===== config.mk =====
export PLATFORM = sky130hd
export DESIGN_NAME = packet_header_and_starve_irq
export DESIGN_NICKNAME = d
export VERILOG_FILES = /design/src/hdr_pkg.sv /design/src/hdr_if.sv /design/src/packet_header_and_starve_irq.sv /design/src/hdr_parser.sv
export SDC_FILE = /design/constraint.sdc
export NUM_CORES = 1
export LEC_CHECK = 0
export BUFFER_PORTS_ARGS = -buffer_cell sky130_fd_sc_hd__buf_2
export CORE_ASPECT_RATIO = 0.75
export CORE_MARGIN = 2
export CORE_UTILIZATION = 45
export CTS_CLUSTER_SIZE = 16
export DETAILED_ROUTE_END_ITERATION = 10
export MAX_ROUTING_LAYER = met4
export PLACE_DENSITY = 0.73
export SYNTH_ARGS = -nofsm -noshare
export SYNTH_HDL_FRONTEND = slang
export SYNTH_SLANG_ARGS = --single-unit

===== constraint.sdc =====
create_clock -name CLOCK_IN -period 25.9 [get_ports CLOCK_IN]
set_clock_uncertainty 0.05 [all_clocks]
set_input_delay 1.295 -clock CLOCK_IN [delete_from_list [all_inputs] [get_ports CLOCK_IN]]
set_output_delay 1.295 -clock CLOCK_IN [all_outputs]
set_load 0.02 [all_outputs]

===== src/hdr_pkg.sv =====
// Package of constants and types for the packet header front end.
package hdr_pkg;
  localparam logic [7:0] OFF_STARVE_STATUS = 8'h00;
  localparam logic [7:0] OFF_STARVE_CLEAR  = 8'h04;
  localparam logic [7:0] OFF_STARVE_FORCE  = 8'h08;
  localparam logic [7:0] OFF_IRQ_ROUTING   = 8'h0C;
  localparam logic [7:0] OFF_CONTROL       = 8'h10;
  localparam logic [7:0] OFF_ERROR_STATUS  = 8'h14;
  localparam logic [7:0] OFF_PKT_INFO      = 8'h18;
  localparam logic [7:0] OFF_LOGGER_TAG    = 8'h1C;
  localparam logic [7:0] OFF_LOCAL_INFO    = 8'h20;
  localparam int FLOW_HI = 29;
  localparam int FLOW_LO = 24;
  localparam int HLEN_HI = 23;
  localparam int HLEN_LO = 16;
  localparam int RADIO_HI = 10;
  localparam int RADIO_LO = 8;
  localparam int HALT_BIT = 5;
  localparam int DROP_BIT = 4;
  localparam int FLUSH_BIT = 3;
  localparam int MODID_HI = 11;
  localparam int MODID_LO = 8;
  localparam int INFO_HI = 8;
  localparam int INFO_LO = 4;
  localparam int PSW_HI = 3;
  localparam int PSW_LO = 0;
  localparam int ERR_STARVE = 7;
  localparam int ERR_ROUTE = 6;
  localparam int ERR_NO_EOM = 5;
  localparam int ERR_NO_SOM = 4;
  localparam int ERR_XCNT = 3;
  localparam logic [3:0] MODID_BAD_A = 4'hE;
  localparam logic [3:0] MODID_BAD_B = 4'hF;
  localparam logic [4:0] LAST_BEAT_FULL = 5'h10;
  localparam logic [3:0] PS_MAX = 4'h8;
  localparam logic [7:0] LOCAL_MAX_WORD = 8'h85;
  localparam logic [2:0] RADIO_LTE = 3'h0;
  localparam logic [2:0] RADIO_WIMAX = 3'h2;
  localparam logic [2:0] RADIO_WCDMA = 3'h4;
  localparam logic [31:0] RESET_WORD = 32'h0000_0000;
  typedef enum logic [1:0] {
    PT_SINGLE = 2'h0, PT_START = 2'h1, PT_MIDDLE = 2'h2, PT_END = 2'h3
  } pkt_type_t;
endpackage : hdr_pkg


===== src/hdr_if.sv =====
`timescale 1ns/1ps
// Interface carrying parsed header fields from parser to core.
interface hdr_if;
  logic        valid;
  logic [5:0]  flow_index;
  logic [7:0]  header_word_count;
  logic [2:0]  radio;
  logic        halt;
  logic        drop;
  logic        flush;
  logic [1:0]  pkt_type;
  logic [31:0] logger_tag_word;
  logic [3:0]  submodule_identifier;
  logic [7:0]  local_header_words;
  logic [4:0]  info_count;
  logic [3:0]  protocol_word_count;
  modport src (output valid, flow_index, header_word_count, radio, halt,
               drop, flush, pkt_type, logger_tag_word, submodule_identifier,
               local_header_words, info_count, protocol_word_count);
  modport dst (input valid, flow_index, header_word_count, radio, halt,
               drop, flush, pkt_type, logger_tag_word, submodule_identifier,
               local_header_words, info_count, protocol_word_count);
endinterface : hdr_if


===== src/packet_header_and_starve_irq.sv =====
`timescale 1ns/1ps
// Operation
// - Eight read-only starvation bits, one per DMA channel, set on starvation.
// - Writing the clear field zeroes the selected starvation bits.
// - Writing the force field sets the selected starvation bits.
// - Four-bit processor mask per channel routes starvation interrupts.
// - First 64 bits: global header; upper 64 bits: local header.
// - Word 0 bits 29..24 hold the flow index.
// - Word 0 bits 23..16 hold total header length in words.
// - Word 0 bits 10..8 select LTE, WiMAX or WCDMA.
// - Halt bit stops softly when idle and interrupts until cleared.
// - Drop bit discards the packet.
// - Flush bit blocks the queue until write-back finishes.
// - Word 0 bits 1..0 give single, start, middle or end type.
// - Global word 1 logged on finish; low half is destination tag.
// - Local word 0 holds module identifier and local length.
// - Local word 1 bits 8..4 count info quad-words, at most 31.
// - Local word 1 bits 3..0 count protocol words, zero to eight.
// - Optional protocol and info data span local words 2 to 133.
// - Each new error bit is logged unless a tag is logged in the same cycle, and raises an enabled error interrupt.
// - Error bit 7 flags DMA descriptor starvation.
// - Error bit 6 flags first module identifier 14 or 15.
// - Error bits 4 and 5 flag missing start and missing end.
// - Error bit 3 flags start or middle last beat not 0x10.
module packet_header_and_starve_irq
  import hdr_pkg::*;
(
  input  wire logic         CLOCK_IN,
  input  wire logic         RST_IN,
  input  wire logic [7:0]   ADDR_IN,
  input  wire logic [31:0]  WDATA_IN,
  input  wire logic         WR_IN,
  input  wire logic         RD_IN,
  output logic      [31:0]  RDATA_OUT,
  input  wire logic         SOP_IN,
  input  wire logic         EOP_IN,
  input  wire logic [127:0] WORD_IN,
  input  wire logic [4:0]   LAST_BYTES_IN,
  input  wire logic         TX_IDLE_IN,
  input  wire logic         WRITEBACK_DONE_IN,
  input  wire logic [7:0]   STARVE_IN,
  output logic              ACCEPT_OUT,
  output logic              DROP_OUT,
  output logic              HALTED_OUT,
  output logic [5:0]        FLOW_INDEX_OUT,
  output logic [15:0]       DEST_TAG_OUT,
  output logic              LOG_WRITE_OUT,
  output logic [31:0]       LOG_DATA_OUT,
  output logic [3:0]        STARVE_IRQ_OUT,
  output logic              HALT_IRQ_OUT,
  output logic              ERROR_IRQ_OUT
);

  typedef enum logic [2:0] {
    ST_RUN   = 3'b001,
    ST_DRAIN = 3'b010,
    ST_HALT  = 3'b100
  } run_t;

  typedef struct packed {
    run_t        run;
    logic [7:0]  starve;
    logic [31:0] routing;
    logic        halt_mask;
    logic        error_enable;
    logic        log_enable;
    logic        flushing;
    logic        in_packet;
    logic        in_sequence;
    logic [1:0]  cur_type;
    logic        cur_drop;
    logic [7:0]  errors;
    logic [31:0] tag;
    logic [5:0]  flow;
    logic [2:0]  radio;
    logic [7:0]  hdr_len;
    logic [3:0]  modid;
    logic [7:0]  local_len;
    logic [4:0]  info_cnt;
    logic [3:0]  ps_cnt;
    logic        local_bad;
    logic [31:0] rdata;
    logic        log_write;
    logic [31:0] log_data;
    logic [3:0]  starve_irq;
    logic        halt_irq;
    logic        error_irq;
    logic        accept;
    logic        halted;
    logic        eop_seen;
    logic [4:0]  last_bytes;
  } core_t;

  core_t s_reg;
  core_t s_next;

  logic [7:0] starve_sync1_reg;
  logic [7:0] starve_sync2_reg;
  logic [7:0] starve_prev_reg;
  logic [3:0] route_hits;
  logic [7:0] new_err;
  logic [3:0] chan_mask [8];

  hdr_if hdr ();

  hdr_parser u_parser (
    .clk_in  (CLOCK_IN),
    .rst_in  (RST_IN),
    .sop_in  (SOP_IN),
    .word_in (WORD_IN),
    .hdr     (hdr)
  );

  always_ff @(posedge CLOCK_IN or posedge RST_IN) begin
    if (RST_IN) begin
      starve_sync1_reg <= 8'h00;
      starve_sync2_reg <= 8'h00;
      starve_prev_reg  <= 8'h00;
    end else begin
      starve_sync1_reg <= STARVE_IN;
      starve_sync2_reg <= starve_sync1_reg;
      starve_prev_reg  <= starve_sync2_reg;
    end
  end

  for (genvar ch = 0; ch < 8; ch++) begin : g_route
    assign chan_mask[ch] = s_reg.starve[ch] ? s_reg.routing[4*ch +: 4]
                                            : 4'h0;
  end

  always_comb begin
    route_hits = 4'h0;
    for (int ch = 0; ch < 8; ch++) begin
      route_hits = route_hits | chan_mask[ch];
    end
  end

  always_comb begin
    s_next = s_reg;
    new_err = 8'h00;
    s_next.log_write = 1'b0;
    s_next.rdata = RESET_WORD;

    if (WR_IN && ADDR_IN == OFF_STARVE_CLEAR) begin
      s_next.starve = s_next.starve & ~WDATA_IN[7:0];
    end
    if (WR_IN && ADDR_IN == OFF_STARVE_FORCE) begin
      s_next.starve = s_next.starve | WDATA_IN[7:0];
    end
    s_next.starve = s_next.starve | (starve_sync2_reg & ~starve_prev_reg);
    if ((starve_sync2_reg & ~starve_prev_reg) != 8'h00) begin
      new_err[ERR_STARVE] = 1'b1;
    end

    if (WR_IN && ADDR_IN == OFF_IRQ_ROUTING) begin
      s_next.routing = WDATA_IN;
    end
    if (WR_IN && ADDR_IN == OFF_CONTROL) begin
      s_next.halt_mask = WDATA_IN[1];
      s_next.error_enable = WDATA_IN[2];
      s_next.log_enable = WDATA_IN[3];
      if (WDATA_IN[0]) begin
        s_next.run = ST_RUN;
        s_next.halt_irq = 1'b0;
      end
    end
    if (WR_IN && ADDR_IN == OFF_ERROR_STATUS) begin
      s_next.errors = s_next.errors & ~WDATA_IN[7:0];
    end

    if (hdr.valid) begin
      s_next.flow = hdr.flow_index;
      s_next.radio = hdr.radio;
      s_next.hdr_len = hdr.header_word_count;
      s_next.modid = hdr.submodule_identifier;
      s_next.local_len = hdr.local_header_words;
      s_next.info_cnt = hdr.info_count;
      s_next.ps_cnt = hdr.protocol_word_count;
      s_next.tag = hdr.logger_tag_word;
      s_next.cur_type = hdr.pkt_type;
      s_next.in_packet = 1'b1;
      s_next.cur_drop = hdr.drop;
      s_next.local_bad = (hdr.protocol_word_count > PS_MAX)
                       || (hdr.local_header_words > LOCAL_MAX_WORD);
      if (hdr.flush) begin
        s_next.flushing = 1'b1;
      end
      if (hdr.halt && s_reg.run == ST_RUN) begin
        s_next.run = ST_DRAIN;
      end
      if (hdr.submodule_identifier == MODID_BAD_A
          || hdr.submodule_identifier == MODID_BAD_B) begin
        new_err[ERR_ROUTE] = 1'b1;
      end

      case (hdr.pkt_type)
        PT_SINGLE: begin
          if (s_reg.in_sequence) begin
            new_err[ERR_NO_EOM] = 1'b1;
          end
          s_next.in_sequence = 1'b0;
        end
        PT_START: begin
          if (s_reg.in_sequence) begin
            new_err[ERR_NO_EOM] = 1'b1;
          end
          s_next.in_sequence = 1'b1;
        end
        PT_MIDDLE, PT_END: begin
          if (!s_reg.in_sequence) begin
            new_err[ERR_NO_SOM] = 1'b1;
          end
          s_next.in_sequence = (hdr.pkt_type == PT_MIDDLE);
        end
        default: begin
          s_next.in_sequence = 1'b0;
        end
      endcase
    end

    // The end mark waits one register so that it meets the header that
    // the parser holds back by one cycle; a header beside it opens a
    // new packet.
    s_next.eop_seen = EOP_IN;
    s_next.last_bytes = LAST_BYTES_IN;
    if (s_reg.eop_seen && s_reg.in_packet) begin
      s_next.in_packet = hdr.valid;
      if ((s_reg.cur_type == PT_START || s_reg.cur_type == PT_MIDDLE)
          && s_reg.last_bytes != LAST_BEAT_FULL) begin
        new_err[ERR_XCNT] = 1'b1;
      end
      if (s_reg.log_enable && !s_reg.cur_drop) begin
        s_next.log_write = 1'b1;
        s_next.log_data = s_reg.tag;
      end
    end

    if (WRITEBACK_DONE_IN) begin
      s_next.flushing = 1'b0;
    end

    case (s_reg.run)
      ST_RUN: begin
      end
      ST_DRAIN: begin
        if (TX_IDLE_IN && !s_reg.in_packet) begin
          s_next.run = ST_HALT;
          s_next.halt_irq = !s_reg.halt_mask;
        end
      end
      ST_HALT: begin
      end
      default: begin
        s_next.run = ST_RUN;
      end
    endcase

    s_next.accept = (s_next.run == ST_RUN) && !s_next.flushing;
    s_next.halted = (s_next.run == ST_HALT);

    s_next.errors = s_next.errors | new_err;
    if (s_reg.log_enable && new_err != 8'h00 && !s_next.log_write) begin
      s_next.log_write = 1'b1;
      s_next.log_data = {24'h00_0000, new_err};
    end
    s_next.error_irq = s_reg.error_enable && (s_next.errors != 8'h00);
    s_next.starve_irq = route_hits;

    if (RD_IN) begin
      case (ADDR_IN)
        OFF_STARVE_STATUS: s_next.rdata = {24'h00_0000, s_reg.starve};
        OFF_IRQ_ROUTING:   s_next.rdata = s_reg.routing;
        OFF_CONTROL: begin
          s_next.rdata = {25'h000_0000, s_reg.run, s_reg.log_enable,
                          s_reg.error_enable, s_reg.halt_mask, 1'b0};
        end
        OFF_ERROR_STATUS:  s_next.rdata = {24'h00_0000, s_reg.errors};
        OFF_PKT_INFO: begin
          s_next.rdata = {2'h0, s_reg.flow, s_reg.hdr_len, 5'h00,
                          s_reg.radio, s_reg.local_bad, s_reg.flushing,
                          s_reg.in_sequence, s_reg.cur_drop,
                          s_reg.in_packet, 1'b0, s_reg.cur_type};
        end
        OFF_LOGGER_TAG:    s_next.rdata = s_reg.tag;
        OFF_LOCAL_INFO: begin
          s_next.rdata = {7'h00, s_reg.info_cnt, s_reg.ps_cnt,
                          s_reg.modid, s_reg.local_len, 4'h0};
        end
        default:           s_next.rdata = RESET_WORD;
      endcase
    end
  end

  always_ff @(posedge CLOCK_IN or posedge RST_IN) begin
    if (RST_IN) begin
      s_reg <= '0;
      s_reg.run <= ST_RUN;
      s_reg.accept <= 1'b1;
    end else begin
      s_reg <= s_next;
    end
  end

  assign RDATA_OUT = s_reg.rdata;
  assign ACCEPT_OUT = s_reg.accept;
  assign DROP_OUT = s_reg.cur_drop;
  assign HALTED_OUT = s_reg.halted;
  assign FLOW_INDEX_OUT = s_reg.flow;
  assign DEST_TAG_OUT = s_reg.tag[15:0];
  assign LOG_WRITE_OUT = s_reg.log_write;
  assign LOG_DATA_OUT = s_reg.log_data;
  assign STARVE_IRQ_OUT = s_reg.starve_irq;
  assign HALT_IRQ_OUT = s_reg.halt_irq;
  assign ERROR_IRQ_OUT = s_reg.error_irq;
endmodule : packet_header_and_starve_irq


===== src/hdr_parser.sv =====
`timescale 1ns/1ps
// Splits the first 128-bit word of a packet into header fields.
module hdr_parser
  import hdr_pkg::*;
(
  input  wire logic         clk_in,
  input  wire logic         rst_in,
  input  wire logic         sop_in,
  input  wire logic [127:0] word_in,
  hdr_if.src                hdr
);
  typedef struct packed {
    logic        valid;
    logic [127:0] word;
  } parse_state_t;
  parse_state_t state_reg;
  parse_state_t state_next;
  always_comb begin
    state_next = state_reg;
    state_next.valid = sop_in;
    if (sop_in) begin
      state_next.word = word_in;
    end
  end
  always_ff @(posedge clk_in or posedge rst_in) begin
    if (rst_in) begin
      state_reg <= '0;
    end else begin
      state_reg <= state_next;
    end
  end
  assign hdr.valid = state_reg.valid;
  assign hdr.flow_index = state_reg.word[FLOW_HI:FLOW_LO];
  assign hdr.header_word_count = state_reg.word[HLEN_HI:HLEN_LO];
  assign hdr.radio = state_reg.word[RADIO_HI:RADIO_LO];
  assign hdr.halt = state_reg.word[HALT_BIT];
  assign hdr.drop = state_reg.word[DROP_BIT];
  assign hdr.flush = state_reg.word[FLUSH_BIT];
  assign hdr.pkt_type = state_reg.word[1:0];
  assign hdr.logger_tag_word = state_reg.word[63:32];
  assign hdr.submodule_identifier = state_reg.word[64+MODID_HI:64+MODID_LO];
  assign hdr.local_header_words = state_reg.word[71:64];
  assign hdr.info_count = state_reg.word[96+INFO_HI:96+INFO_LO];
  assign hdr.protocol_word_count = state_reg.word[96+PSW_HI:96+PSW_LO];
endmodule : hdr_parser


==> results of run 1 <==
-- final timing paths --
path	startpoint	end	slack [ns]	depth (start not counted)
worst max-delay path	u_parser.hdr.valid$_DFF_PP0_	LOG_DATA_OUT[30]$_DFFE_PP0P_	22.45	6
worst min-delay path	starve_sync1_reg[2]$_DFF_PP0_	starve_sync2_reg[2]$_DFF_PP0_	0.30	0
worst max register to register	u_parser.hdr.valid$_DFF_PP0_	LOG_DATA_OUT[30]$_DFFE_PP0P_	22.45	6
worst min register to register	starve_sync1_reg[2]$_DFF_PP0_	starve_sync2_reg[2]$_DFF_PP0_	0.30	0
max in group asynchronous	RST_IN	DEST_TAG_OUT[8]$_DFFE_PP0P_	22.87	4
min in group asynchronous	RST_IN	u_parser.hdr.flow_index[3]$_DFFE_PP0P_	0.78	2
-- worst reg2reg max path, delay by kind of cell, from the launching register on --
kind | cells | cell delay [ns]
and+or+nand+nor | 3 | 1.67
DFF | 1 | 0.70
buffers and inverters | 1 | 0.42
AOI/OAI and AO/OA | 2 | 0.55
-- final cells by class --
cell class	count	area, um2
Inverter	7	33.8
Antenna cell	7	17.5
Fill cell	2317	12700
Multi-Input combinational cell	466	3990
Clock buffer	40	860
Tap cell	351	439
Sequential cell	310	7760
Clock inverter	17	248
Timing Repair Buffer	242	1240
-- power breakdown --
group          internal, mW  leakage (nW)  total [mW]  switching (mW)
sequential            0.530          3.82       0.566          0.0357
clock                 0.294         0.549       0.482           0.188
combinational        0.0564          2.37       0.121          0.0641
-- layer usage --
| metal | wire (um) | vias to the layer above |
|---|---|---|
| li1 | - | 3535 |
| met1 | 14800 | 4127 |
| met2 | 14100 | 336 |
| met3 | 2720 | 43 |
| met4 | 621 | 0 |
| met5 | 0 | - |
-- cell usage after synthesis (2+ instances only) --
library cell	n
a21o_1	5
and2_0	2
a222oi_1	4
a22o_1	30
buf_1	12
nor3b_1	3
mux2_2	182
inv_1	7
nor2_1	17
a31oi_1	8
dfrtp_1	308
buf_4	90
nor4_1	5
dfstp_2	2
and2_1	2
nand2_1	43
nand4_1	5
or3_1	2
a21boi_1	2
clkbuf_1	32
nand3b_1	3
nor2b_1	10
o21a_1	3
a21oi_1	27
and3_1	2
o31ai_1	2
a22oi_1	68
o21ai_0	4
nand3_1	2
a221o_1	12
ha_1	4
-- stage by stage --
stage	std cells	setup slack, ns	hold WS [ns]
finish	1440	22.45	0.298
global route	1440	22.33	0.303
CTS	1433	22.47	0.299
detailed placement	1376	22.16	0.286
global placement	1376	22.17	0.284
floorplan	917	15.99	0.281
-- cell families (layout without fill, tap and decap cells) --
group | count (synthesis) | after routing | synth area share
AOI/OAI and AO/OA | 171 | 171 | 0.102
xor gates and xnor gates | 1 | 1 | 0.000696
adders and majority gates | 4 | 4 | 0.00398
buffers and inverters | 141 | 306 | 0.0689
DFF | 310 | 310 | 0.617
muxes | 183 | 183 | 0.164
other | 0 | 7 | 0
and+or+nand+nor | 107 | 107 | 0.0445
==> run summary, run 1 <==
The run finished with clean final reports. The final count of pins violating max slew came out at 0. The maximum fanout along the worst path came out at 45. The fraction of synthesized cell area taken by the top area cell type is 0.612. The top cell types in the final layout, fill and taps aside, are dfrtp_1, buf_2, mux2_2, a22oi_1, nand2_1. Of the cells placed in the final design, the portion with a size suffix greater than 1 is 0.454. The data required time at the worst endpoint came out at about 26 ns. The clock transition at the registers of the reported paths is around 0.070 ns. The cell sitting at the root of the clock tree is a clkbuf_16. In this run the deepest clock path goes through 3 buffers. Detailed placement ended at an HPWL of roughly 22000 um. The instance area after placement came out at 13500 um2.

The kind of path behind the tightest hold check is reg2reg. The number of global-route vias before repair was roughly 8200. For this run, global-route usage on met2 was measured as 0.332.

The synthesized netlist occupies a cell area of ~13000 um2. The portion of the clock cycle consumed by the worst path in the final layout came out at 0.133. The Yosys step of the flow raised 0 warnings.

The CTS buffer count is 31. The proportion of synthesized flip-flops having asynchronous set or reset came out at 1.00. The portion of the post-synthesis area used by sequential elements came out at 0.617.

The first global-routing pass estimated approximately 50000 um of wire. The count of pins on the block boundary came out at between 200 and 300. Leaving out fill and tap cells, the most frequent cell in the layout is dfrtp_1. The slowest stage of the critical path is the nor2_4 cell. Static timing analysis puts the maximum clock frequency at ~290 MHz. Synthesis handed over a netlist of 917 instances. The number of max-cap violations is 0. Among all flip-flop cells after synthesis, the most frequent one is dfrtp_1. The transition at the pin with the smallest max-transition slack is around 1.2 ns. Post-CTS timing repair inserted 0 buffers for setup.

The final count of hold timing violations came to 0. On the critical path the largest part of the delay comes from simple AND/OR/NAND/NOR gates. Setup repair after global routing left no endpoint under its margin. The startpoint kind of the worst setup timing path is a flop. dfrtp_1 takes more of the synthesized area than any other cell. After detailed routing, the average wire length per cell comes to approximately 22 um.

The final standard cell utilization of the core is 0.535. Yosys attributes the largest share of cell area to dfrtp_1, mux2_2, buf_4. The total number of nets in the final design is roughly 1300. The relative slew slack came out at 0.186. For the worst setup path, the data arrival time is slightly below 4 ns. The global routing stage identified its most utilized layer as met2. The minimum period implied by the final worst setup slack came out at between 3 and 4 ns. The starting DRC count in detailed routing came out at 588. The cts-stage hold buffer count came out at 0.

The flip-flop count of the largest register after layout is roughly 110. Across all layers, the routed design uses ~8000 vias. In this run the remaining antenna-violating nets after routing total 0.

The horizontal extent of the die is about 200 um. The kind of critical path is reg2reg. The final routed DRC violation total is 0. Total power for the finished layout comes to 1.17 mW. The number of search-and-repair iterations in the first detailed-routing pass is 6.

Entering global routing, the biggest net connects 98 pins. The number of failing setup endpoints in the final timing report is 0. The H-tree level count came out at 1. Traced cell by cell, the critical path runs through buf_4 > nor3b_1 > or4_1 > o21a_1 > nor2_4 > a22o_1. The power per unit of standard cell area came out at around 80 nW/um2.

The global placer's final weighted congestion is a little under 0.9. The die is about 150 um tall. TritonCTS built the clock tree. During placement, the flow inserted port buffers numbering ~230. The total wire length after detailed routing is 32300 um. The post-detailed-route via-to-cell ratio is 5.58. The largest single stage delay on the critical path is 0.80 ns. Yosys mapped a number of flops with a built-in enable equal to 0.

The number of antenna violations at the first check in global routing is 7. The post-cts repair resize count came out at 0. The floorplan die area is roughly 29000 um2. The global routing usage on met1 came out at 0.326.

The clock latency on the worst-skew pair came out at about 0.56 ns. The starting density of the core came out at 0.462. IR analysis of the VDD net gives a maximum drop of 0.0000539 V. The total buffers and inverters traversed by the critical path is 1. For this run, the total global-route usage over all layers was measured as 0.229. In this run, synthesis produced a sequential element count of 310.

The placeable core region came out at 27300 um2. The routing usage on met3 is 0.0590. The worst setup path is captured at a flop. The TritonCTS sink count is between 300 and 400. The number of different library cells used by synthesis comes to 50.

The average cell area after synthesis came out at 13.7 um2. The final global-route overflow total came out at 0. The area growth from synthesis to layout came out at 15.9%. The analysis attributes to cell leakage a power of ~6.7 nW.

After routing the design area is 14600 um2. Adding up every negative setup slack in the final design gives 0 ns. The net count after synthesis is roughly 1100. Row generation in the floorplan step produced 52 rows.
No activity file was read; power rests on OpenSTA's default activity.
==> inputs of run 2 (changes only) <==
--- a/config.mk
+++ b/config.mk
@@ -5,6 +5,7 @@
 export SDC_FILE = /design/constraint.sdc
 export NUM_CORES = 1
 export LEC_CHECK = 0
+export ABC_AREA = 1
 export BUFFER_PORTS_ARGS = -buffer_cell sky130_fd_sc_hd__buf_2
 export CORE_ASPECT_RATIO = 0.75
 export CORE_MARGIN = 2
@@ -12,7 +13,7 @@
 export CTS_CLUSTER_SIZE = 16
 export DETAILED_ROUTE_END_ITERATION = 10
 export MAX_ROUTING_LAYER = met4
-export PLACE_DENSITY = 0.73
+export PLACE_DENSITY = 0.76
 export SYNTH_ARGS = -nofsm -noshare
 export SYNTH_HDL_FRONTEND = slang
 export SYNTH_SLANG_ARGS = --single-unit
==> constraint.sdc (replaced) <==
create_clock -name CLOCK_IN -period 3.15 [get_ports CLOCK_IN]
set_clock_uncertainty 0.05 [all_clocks]
set_input_delay 0.1575 -clock CLOCK_IN [delete_from_list [all_inputs] [get_ports CLOCK_IN]]
set_output_delay 0.1575 -clock CLOCK_IN [all_outputs]
set_load 0.02 [all_outputs]
==> run summary, run 2 <==
The run finished with clean final reports. The number of antenna violations at the first check in global routing came out at 3. The post-cts repair resize count came out at 0.

The final count of pins violating max slew came out at 0. Counting flops and latches in the post-synthesis netlist gives 310. The starting density of the core is 0.457. The synthesized-area fraction occupied by ao, oa, aoi and oai cells is 0.0955. The global-route wire length before repair came out at 57200 um.

The maximum fanout along the worst path came out at 33. The mux cell area share after synthesis came out at 0.0766. Dividing the synthesized area by the synthesized cell count gives slightly above 10 um2. The tightest min-delay check is of the in2reg type. The height of the die is around 150 um. For flop-to-flop paths, the worst setup slack is around 0.74 ns. The CTS buffer count came out at 30.

The internal portion of the total power is a little over 7 mW. dfrtp_1 is the most common cell in the netlist. The sequential share of power came out at 0.475.

The share of post-route cells with drive strength above 1 came out at 0.261. The HPWL after detailed placement came out at 26200 um. The fraction of synthesized cell area taken by the top area cell type came out at 0.582. The count of nets left with antenna violations after detail routing came out at 0.

The final routed DRC violation total is 0. The clock share of power is 0.391. The worst setup path is of the reg2reg kind. For this block, the initial DRC count from the detailed router was between 900 and 1000. Yosys attributes the largest share of cell area to dfrtp_1, nand2_1, buf_4. The kind of end point of the critical path is a flop. The relative slew slack came out at 0.304. The maximum resistive drop on vdd is between 0.0004 and 0.0005 V. The worst endpoint data arrival time is between 2 and 3 ns. The combinational group share of total power is 0.134. The number of port buffers came out at roughly 230. The biggest area contributor in the post-synthesis netlist is dfrtp_1. The startpoint kind of the worst setup timing path is a flop. The placeable core region came out at approximately 29000 um2. The TritonCTS sink count is between 300 and 400. The via total after detailed routing came out at 9861. In this run the power spent charging and discharging nets is between 2 and 3 mW.

The terminus of the critical flop-to-flop path is LOG_DATA_OUT[21]$_DFFE_PP0P_. In this run the cell area of the synthesized design comes to about 13000 um2. TritonCTS built the clock tree. In this run the cell area measured after placement is between 10000 and 15000 um2. The gate count after technology mapping is about 1300. The post-placement cell count came out at approximately 1800. The H-tree level count came out at 1.

The portion of the clock cycle consumed by the worst path in the final layout came out at 0.766. The post-route cell area is around 16000 um2. Yosys mapped the design onto 43 distinct sky130hd cell types. The count of pins on the block boundary is 285.

The pin count of the biggest net entering global routing is between 100 and 150. Summing internal, switching and leakage power gives between 9 and 10 mW. The number of search-and-repair iterations in the first detailed-routing pass came out at 6. Adding up every negative setup slack in the final design gives 0 ns. Along the worst hold path, the cell count comes to 5. The transition at the pin with the smallest max-transition slack came out at around 1.0 ns. After global routing the overflow that remains totals 0. The number of global-route vias before repair came out at slightly below 10000.

The register with the most flip-flops in the layout has 114 of them. The data required time at the worst endpoint is between 3 and 4 ns. Dividing the detail-routed wire length by the instance count gives 19.3 um. The number of failing setup endpoints in the final timing report is 0. Sorting the synthesized cells by how often they occur yields dfrtp_1, nand2_1, o21ai_0, inv_1, buf_4. The final count of hold timing violations was 0. The sink of the worst hold path is s_reg[156]$_DFF_PP0_. Counting flops with a built-in enable in the synthesized netlist gives 0. The synthesis warning total is 0.

The number of rows created at floorplan came out at 54. The net count after synthesis came out at approximately 1500. Leaving out fill and tap cells, the most frequent cell in the layout is dfrtp_1. The proportion of synthesized flip-flops having asynchronous set or reset is 1.00. Setup repair after global routing left no endpoint under its margin.

The highest clock rate is between 400 and 500 MHz. The portion of the post-synthesis area used by sequential elements came out at 0.586. The dominant combinational cell family by area after synthesis is simple AND/OR/NAND/NOR gates. The final standard cell utilization of the core is 0.564.

The number of max-cap violations came out at 0. The clock latency on the worst-skew pair is 0.56 ns. Counting along the longest clock path gives a buffer depth of 3. The tree is rooted in a clkbuf_16. The number of cell instances on the worst register-to-register path came out at 10.

The count of non-filler cells in the finished layout came out at just under 2000. The minimum period implied by the final worst setup slack came out at approximately 2.4 ns. The power per unit of standard cell area is approximately 590 nW/um2. After clock tree synthesis, the clock-pin slew on the worst setup and hold paths is 0.07 ns. The post-detailed-route via-to-cell ratio is about 5. The horizontal extent of the die is 202 um. Of the total synthesized cell area, the portion taken by AND, OR, NAND and NOR gates is 0.125. The total global routing track utilization came out at 0.252. In this run the critical register-to-register path is launched from u_parser.hdr.pkt_type[0]$_DFFE_PP0P_.

The total wire length after detailed routing is approximately 38000 um. For this design the static power due to leakage is slightly above 8 nW. The floorplan die area is between 30000 and 40000 um2. Of the total synthesized cell area, the portion taken by full adders, half adders and majority gates is 0.00378. The global placer's final weighted congestion is ~0.94. Leaving out fill and tap cells, the most frequent cells in the layout are dfrtp_1, nand2_1, buf_2, o21ai_0, inv_1. The worst hold path begins at ADDR_IN[0].

The xor and xnor area share after synthesis is 0. The total number of nets in the final design came out at between 1500 and 2000. The most common flop cell mapped by yosys is dfrtp_1. Compared with the post-synthesis result, the final layout area differs by 23.5%. The share of total power consumed by net switching came out at 0.268.
run 2: kinds of logic (layout without fill, tap and decap cells):
logic type               Yosys count  count (layout)
AND/OR/NAND/NOR                  373             373
flip-flops                       310             310
buffers and inverters            282             562
AO/OA/AOI/OAI                    226             226
multiplexers                      82              82
adder cells (fa/ha/maj)            4               4
other                              0               3
run 2: per-stage QoR:
step	hold slack [ns]	setup slack [ns]
after floorplan	0.139	-1.18
after global placement	0.116	0.880
after detailed placement	0.114	0.776
after CTS	0.000677	0.748
after global routing	0.0240	0.601
final	0.0212	0.738
run 2: timing repair:
action                                 in CTS  in global routing
endpoints found under the hold margin     325                  0
hold buffers                              125                  0
buffers inserted                            0                  0
run 2: power groups by stage:
stage	registers (mW)	logic (mW)	clock network [mW]
2_1_floorplan	4.60	0.873	0
3_3_place_gp	4.66	1.13	0
3_5_place_dp	4.67	1.17	0
4_1_cts	4.60	1.30	3.85
5_1_grt	4.64	1.43	4.02
6_report	4.60	1.29	3.79
run 2: how the worst max path moves through the flow:
| stage | startpoint | end |
|---|---|---|
| after floorplan | RST_IN | DEST_TAG_OUT[0]$_DFFE_PP0P_ |
| after global placement | u_parser.hdr.pkt_type[0]$_DFFE_PP0P_ | LOG_DATA_OUT[3]$_DFFE_PP0P_ |
| after detailed placement | u_parser.hdr.pkt_type[0]$_DFFE_PP0P_ | LOG_DATA_OUT[21]$_DFFE_PP0P_ |
| after CTS | u_parser.hdr.pkt_type[0]$_DFFE_PP0P_ | LOG_DATA_OUT[21]$_DFFE_PP0P_ |
| after global routing | u_parser.hdr.pkt_type[1]$_DFFE_PP0P_ | LOG_DATA_OUT[14]$_DFFE_PP0P_ |
| final | u_parser.hdr.pkt_type[0]$_DFFE_PP0P_ | LOG_DATA_OUT[21]$_DFFE_PP0P_ |
run 2: worst max-delay path: stages (launching register included):
cell and delay [ns]:
dfrtp_1 0.41, inv_1 0.10, ha_1 0.20, or2_2 0.27
nand3_1 0.12, nand3_1 0.09, inv_1 0.07, nand3_2 0.11
nand2_2 0.58, nand3_1 0.17, o21ai_0 0.13
run 2: area by class of cell:
class / instances / area (um2)
fill: 2492 / 12600
tap: 392 / 490
inverter: 142 / 538
clock buffer: 42 / 887
sequential: 310 / 7760
antenna: 3 / 7.51
timing repair buffer: 364 / 2510
clock inverter: 14 / 166
multi-input combinational: 685 / 3980
run 2: routing by layer:
metal  vias to the layer above  routed length, um  global-route usage
li1                       4596                  -                   -
met1                      4820              17100               0.366
met2                       380              16400               0.358
met3                        65               3100              0.0541
met4                         0               1120              0.0686
met5                         -                  0                   -
==> inputs of run 3 (changes only) <==
--- a/config.mk
+++ b/config.mk
@@ -13,7 +13,7 @@
 export CTS_CLUSTER_SIZE = 16
 export DETAILED_ROUTE_END_ITERATION = 10
 export MAX_ROUTING_LAYER = met4
-export PLACE_DENSITY = 0.76
+export PLACE_DENSITY = 0.73
 export SYNTH_ARGS = -nofsm -noshare
 export SYNTH_HDL_FRONTEND = slang
 export SYNTH_SLANG_ARGS = --single-unit
==> constraint.sdc (replaced) <==
create_clock -name CLOCK_IN -period 2.4 [get_ports CLOCK_IN]
set_clock_uncertainty 0.05 [all_clocks]
set_input_delay 0.12 -clock CLOCK_IN [delete_from_list [all_inputs] [get_ports CLOCK_IN]]
set_output_delay 0.12 -clock CLOCK_IN [all_outputs]
set_load 0.02 [all_outputs]
==> run summary, run 3 (synthesis results as in run 2) <==
The via total after detailed routing is 10059. The detailed router finished its first iteration with 752 violations. The worst setup path is captured at a flop. The clock reaches the later pin of the worst-skew pair after between 0.5 and 0.6 ns. The number of max-cap violations came out at 0. The data required time at the worst endpoint is approximately 2.8 ns. The final count of pins violating max slew came to 0. The final global-route overflow total came out at 0. STA classifies the critical path startpoint as a flop. From bottom edge to top edge, the die measures 153 um. After layout, the design draws a total of 12.4 mW. The HPWL after detailed placement came out at 26900 um.

The instance area after placement is 14200 um2. The kind of path behind the tightest hold check is in2reg. At the pin with the least slew margin, the transition time is 0.742 ns. The global placer's final weighted congestion came out at approximately 0.97. The minimum period implied by the final worst setup slack came out at roughly 2.1 ns. The number of rows created at floorplan is 54. The TritonCTS sink count is 310. The routed length on met1 is about 17000 um. The library cell used most frequently in the layout, excluding fill and tap cells, is dfrtp_1. The total global routing track utilization came out at 0.257.

The total buffers and inverters traversed by the critical path came out at 3. The share of post-route cells with drive strength above 1 came out at 0.264. The count of pins on the block boundary came out at about 290.

The final routed DRC violation total is 0. The number of global-route vias before repair is around 10000. The count of non-filler cells in the finished layout is between 1500 and 2000. The number of failing setup endpoints in the final timing report is 0. The register with the most flip-flops in the layout has 114 of them. The final setup TNS is 0 ns. The first detailed-routing pass took 5 iterations.

The final routed wire length divided by cell count came out at between 15 and 20 um. The maximum fanout along the worst path is 33. The power per unit of standard cell area is 755 nW/um2. In the final layout, the multi-input gates occupy approximately 4000 um2. After clock tree synthesis, the clock-pin slew on the worst setup and hold paths is roughly 0.070 ns. The final count of hold timing violations is 0. The post-placement cell count came out at 1783. The portion of the clock cycle consumed by the worst path in the final layout came out at 0.878. Entering global routing, the biggest net connects 81 pins. The tree is rooted in a clkbuf_16. The post-route cell area is ~16000 um2. The CTS buffer count is 31. For this run, the top clock speed supported by timing is about 470 MHz. In this run the top signal layer used is met4. The buffer depth of the longest clock path is 3. Before CTS, the worst setup slack after placement is around 0.40 ns. The top cell types in the final layout, fill and taps aside, are dfrtp_1, nand2_1, buf_2, o21ai_0, inv_1. Setup repair after global routing left no endpoint under its margin. The die is ~200 um wide. The flow ran to the end, and the final reports show no timing, DRC or antenna violations. The final standard cell utilization of the core is 0.567. Relative to the synthesized area, the layout overhead comes to 24.3%.

The slowest stage of the critical path belongs to the cell dfrtp_1. The worst endpoint data arrival time came out at ~2.5 ns. The final layout contains routed wiring with a total length of 38400 um. The worst path meets setup with around 0.3 ns of slack.

The met2 layer wire length in the routed design came out at between 15000 and 20000 um. The H-tree level count came out at 1. The kind of cell with the highest combined delay along the critical path is simple AND/OR/NAND/NOR gates. The number of antenna violations at the first check in global routing is 5.

The fill cell instance count of the final layout is ~2400. The signal on the critical path passes through inv_1 > ha_1 > or2_2 > nand3_1 > nand3_1 > inv_1 > nand3_2 > nand2_2 > buf_12 > nand3_1 > o21ai_0. Counting stages on the worst path, the most repeated cell is nand3_1. The number of buffers inserted to repair setup after CTS came out at 0. For this run, the slowest stage of the critical path takes 0.40 ns. The net count of the finished layout is approximately 1700. In this run the remaining antenna-violating nets after routing total 0. The starting density of the core is 0.457. In the routed layout, each cell is associated on average with a via count of between 5 and 6. The placeable core region came out at just under 30000 um2.

Final hold analysis gives a worst-case slack of 0.0300 ns. The critical path in this run is classified as reg2reg. TritonCTS built the clock tree. In this run the static leakage power is about 8 nW.

The first global-routing pass estimated between 50000 and 60000 um of wire. After detailed routing, the met3 layer carries between 3000 and 4000 um of wire. The number of port buffers is 231.

The sequential cells in the finished layout cover a total of 7760 um2. The maximum resistive drop on vdd is ~0.00048 V. The worst pin sits at a relative slew slack of 0.505. The die covers just over 30000 um2.
[run 3: worst min-delay path: cells and delay by family]
| family | cells | cell delay [ns] |
|---|---|---|
| and+or+nand+nor | 1 | 0.19 |
| AOI/OAI and AO/OA | 1 | 0.10 |
| buffers and inverters | 1 | 0.18 |
[run 3: final timing paths]
| path | slack, ns | end | startpoint | cells past startpoint |
|---|---|---|---|---|
| max reg2reg | 0.29 | LOG_DATA_OUT[19]$_DFFE_PP0P_ | u_parser.hdr.pkt_type[0]$_DFFE_PP0P_ | 11 |
| min in group asynchronous | 0.20 | FLOW_INDEX_OUT[0]$_DFFE_PP0P_ | RST_IN | 3 |
| max in group asynchronous | 1.36 | s_reg[207]$_DFF_PP1_ | RST_IN | 4 |
| max | 0.29 | LOG_DATA_OUT[19]$_DFFE_PP0P_ | u_parser.hdr.pkt_type[0]$_DFFE_PP0P_ | 11 |
| min | 0.03 | s_reg[164]$_DFFE_PP0N_ | WR_IN | 3 |
| min reg2reg | 0.30 | starve_sync2_reg[2]$_DFF_PP0_ | starve_sync1_reg[2]$_DFF_PP0_ | 0 |
[run 3: routing by layer]
layer  vias up  GRT usage
met5         -          -
met4         0     0.0662
met3        59     0.0554
met2       446      0.367
met1      4901      0.372
li1       4653          -
[run 3: cell type report]
type,count,share of cell area
Sequential cell,310,0.472
Multi-Input combinational cell,685,0.242
Timing Repair Buffer,381,0.164
Clock buffer,46,0.0536
Inverter,142,0.0327
Tap cell,392,0.0298
Clock inverter,9,0.00479
Antenna cell,5,0.000761
[run 3: power by group]
| part | internal (mW) | total [mW] | switching [mW] |
|---|---|---|---|
| Sequential | 5.72 | 6.06 | 0.336 |
| Clock | 2.64 | 4.61 | 1.98 |
| Combinational | 0.709 | 1.74 | 1.03 |
| Total | 9.07 | 12.4 | 3.35 |
[run 3: what timing repair did]
item | 4_1_cts | 5_1_grt
gates resized for setup | 0 | 0
hold endpoints to repair | 171 | 0
hold buffers | 127 | 0
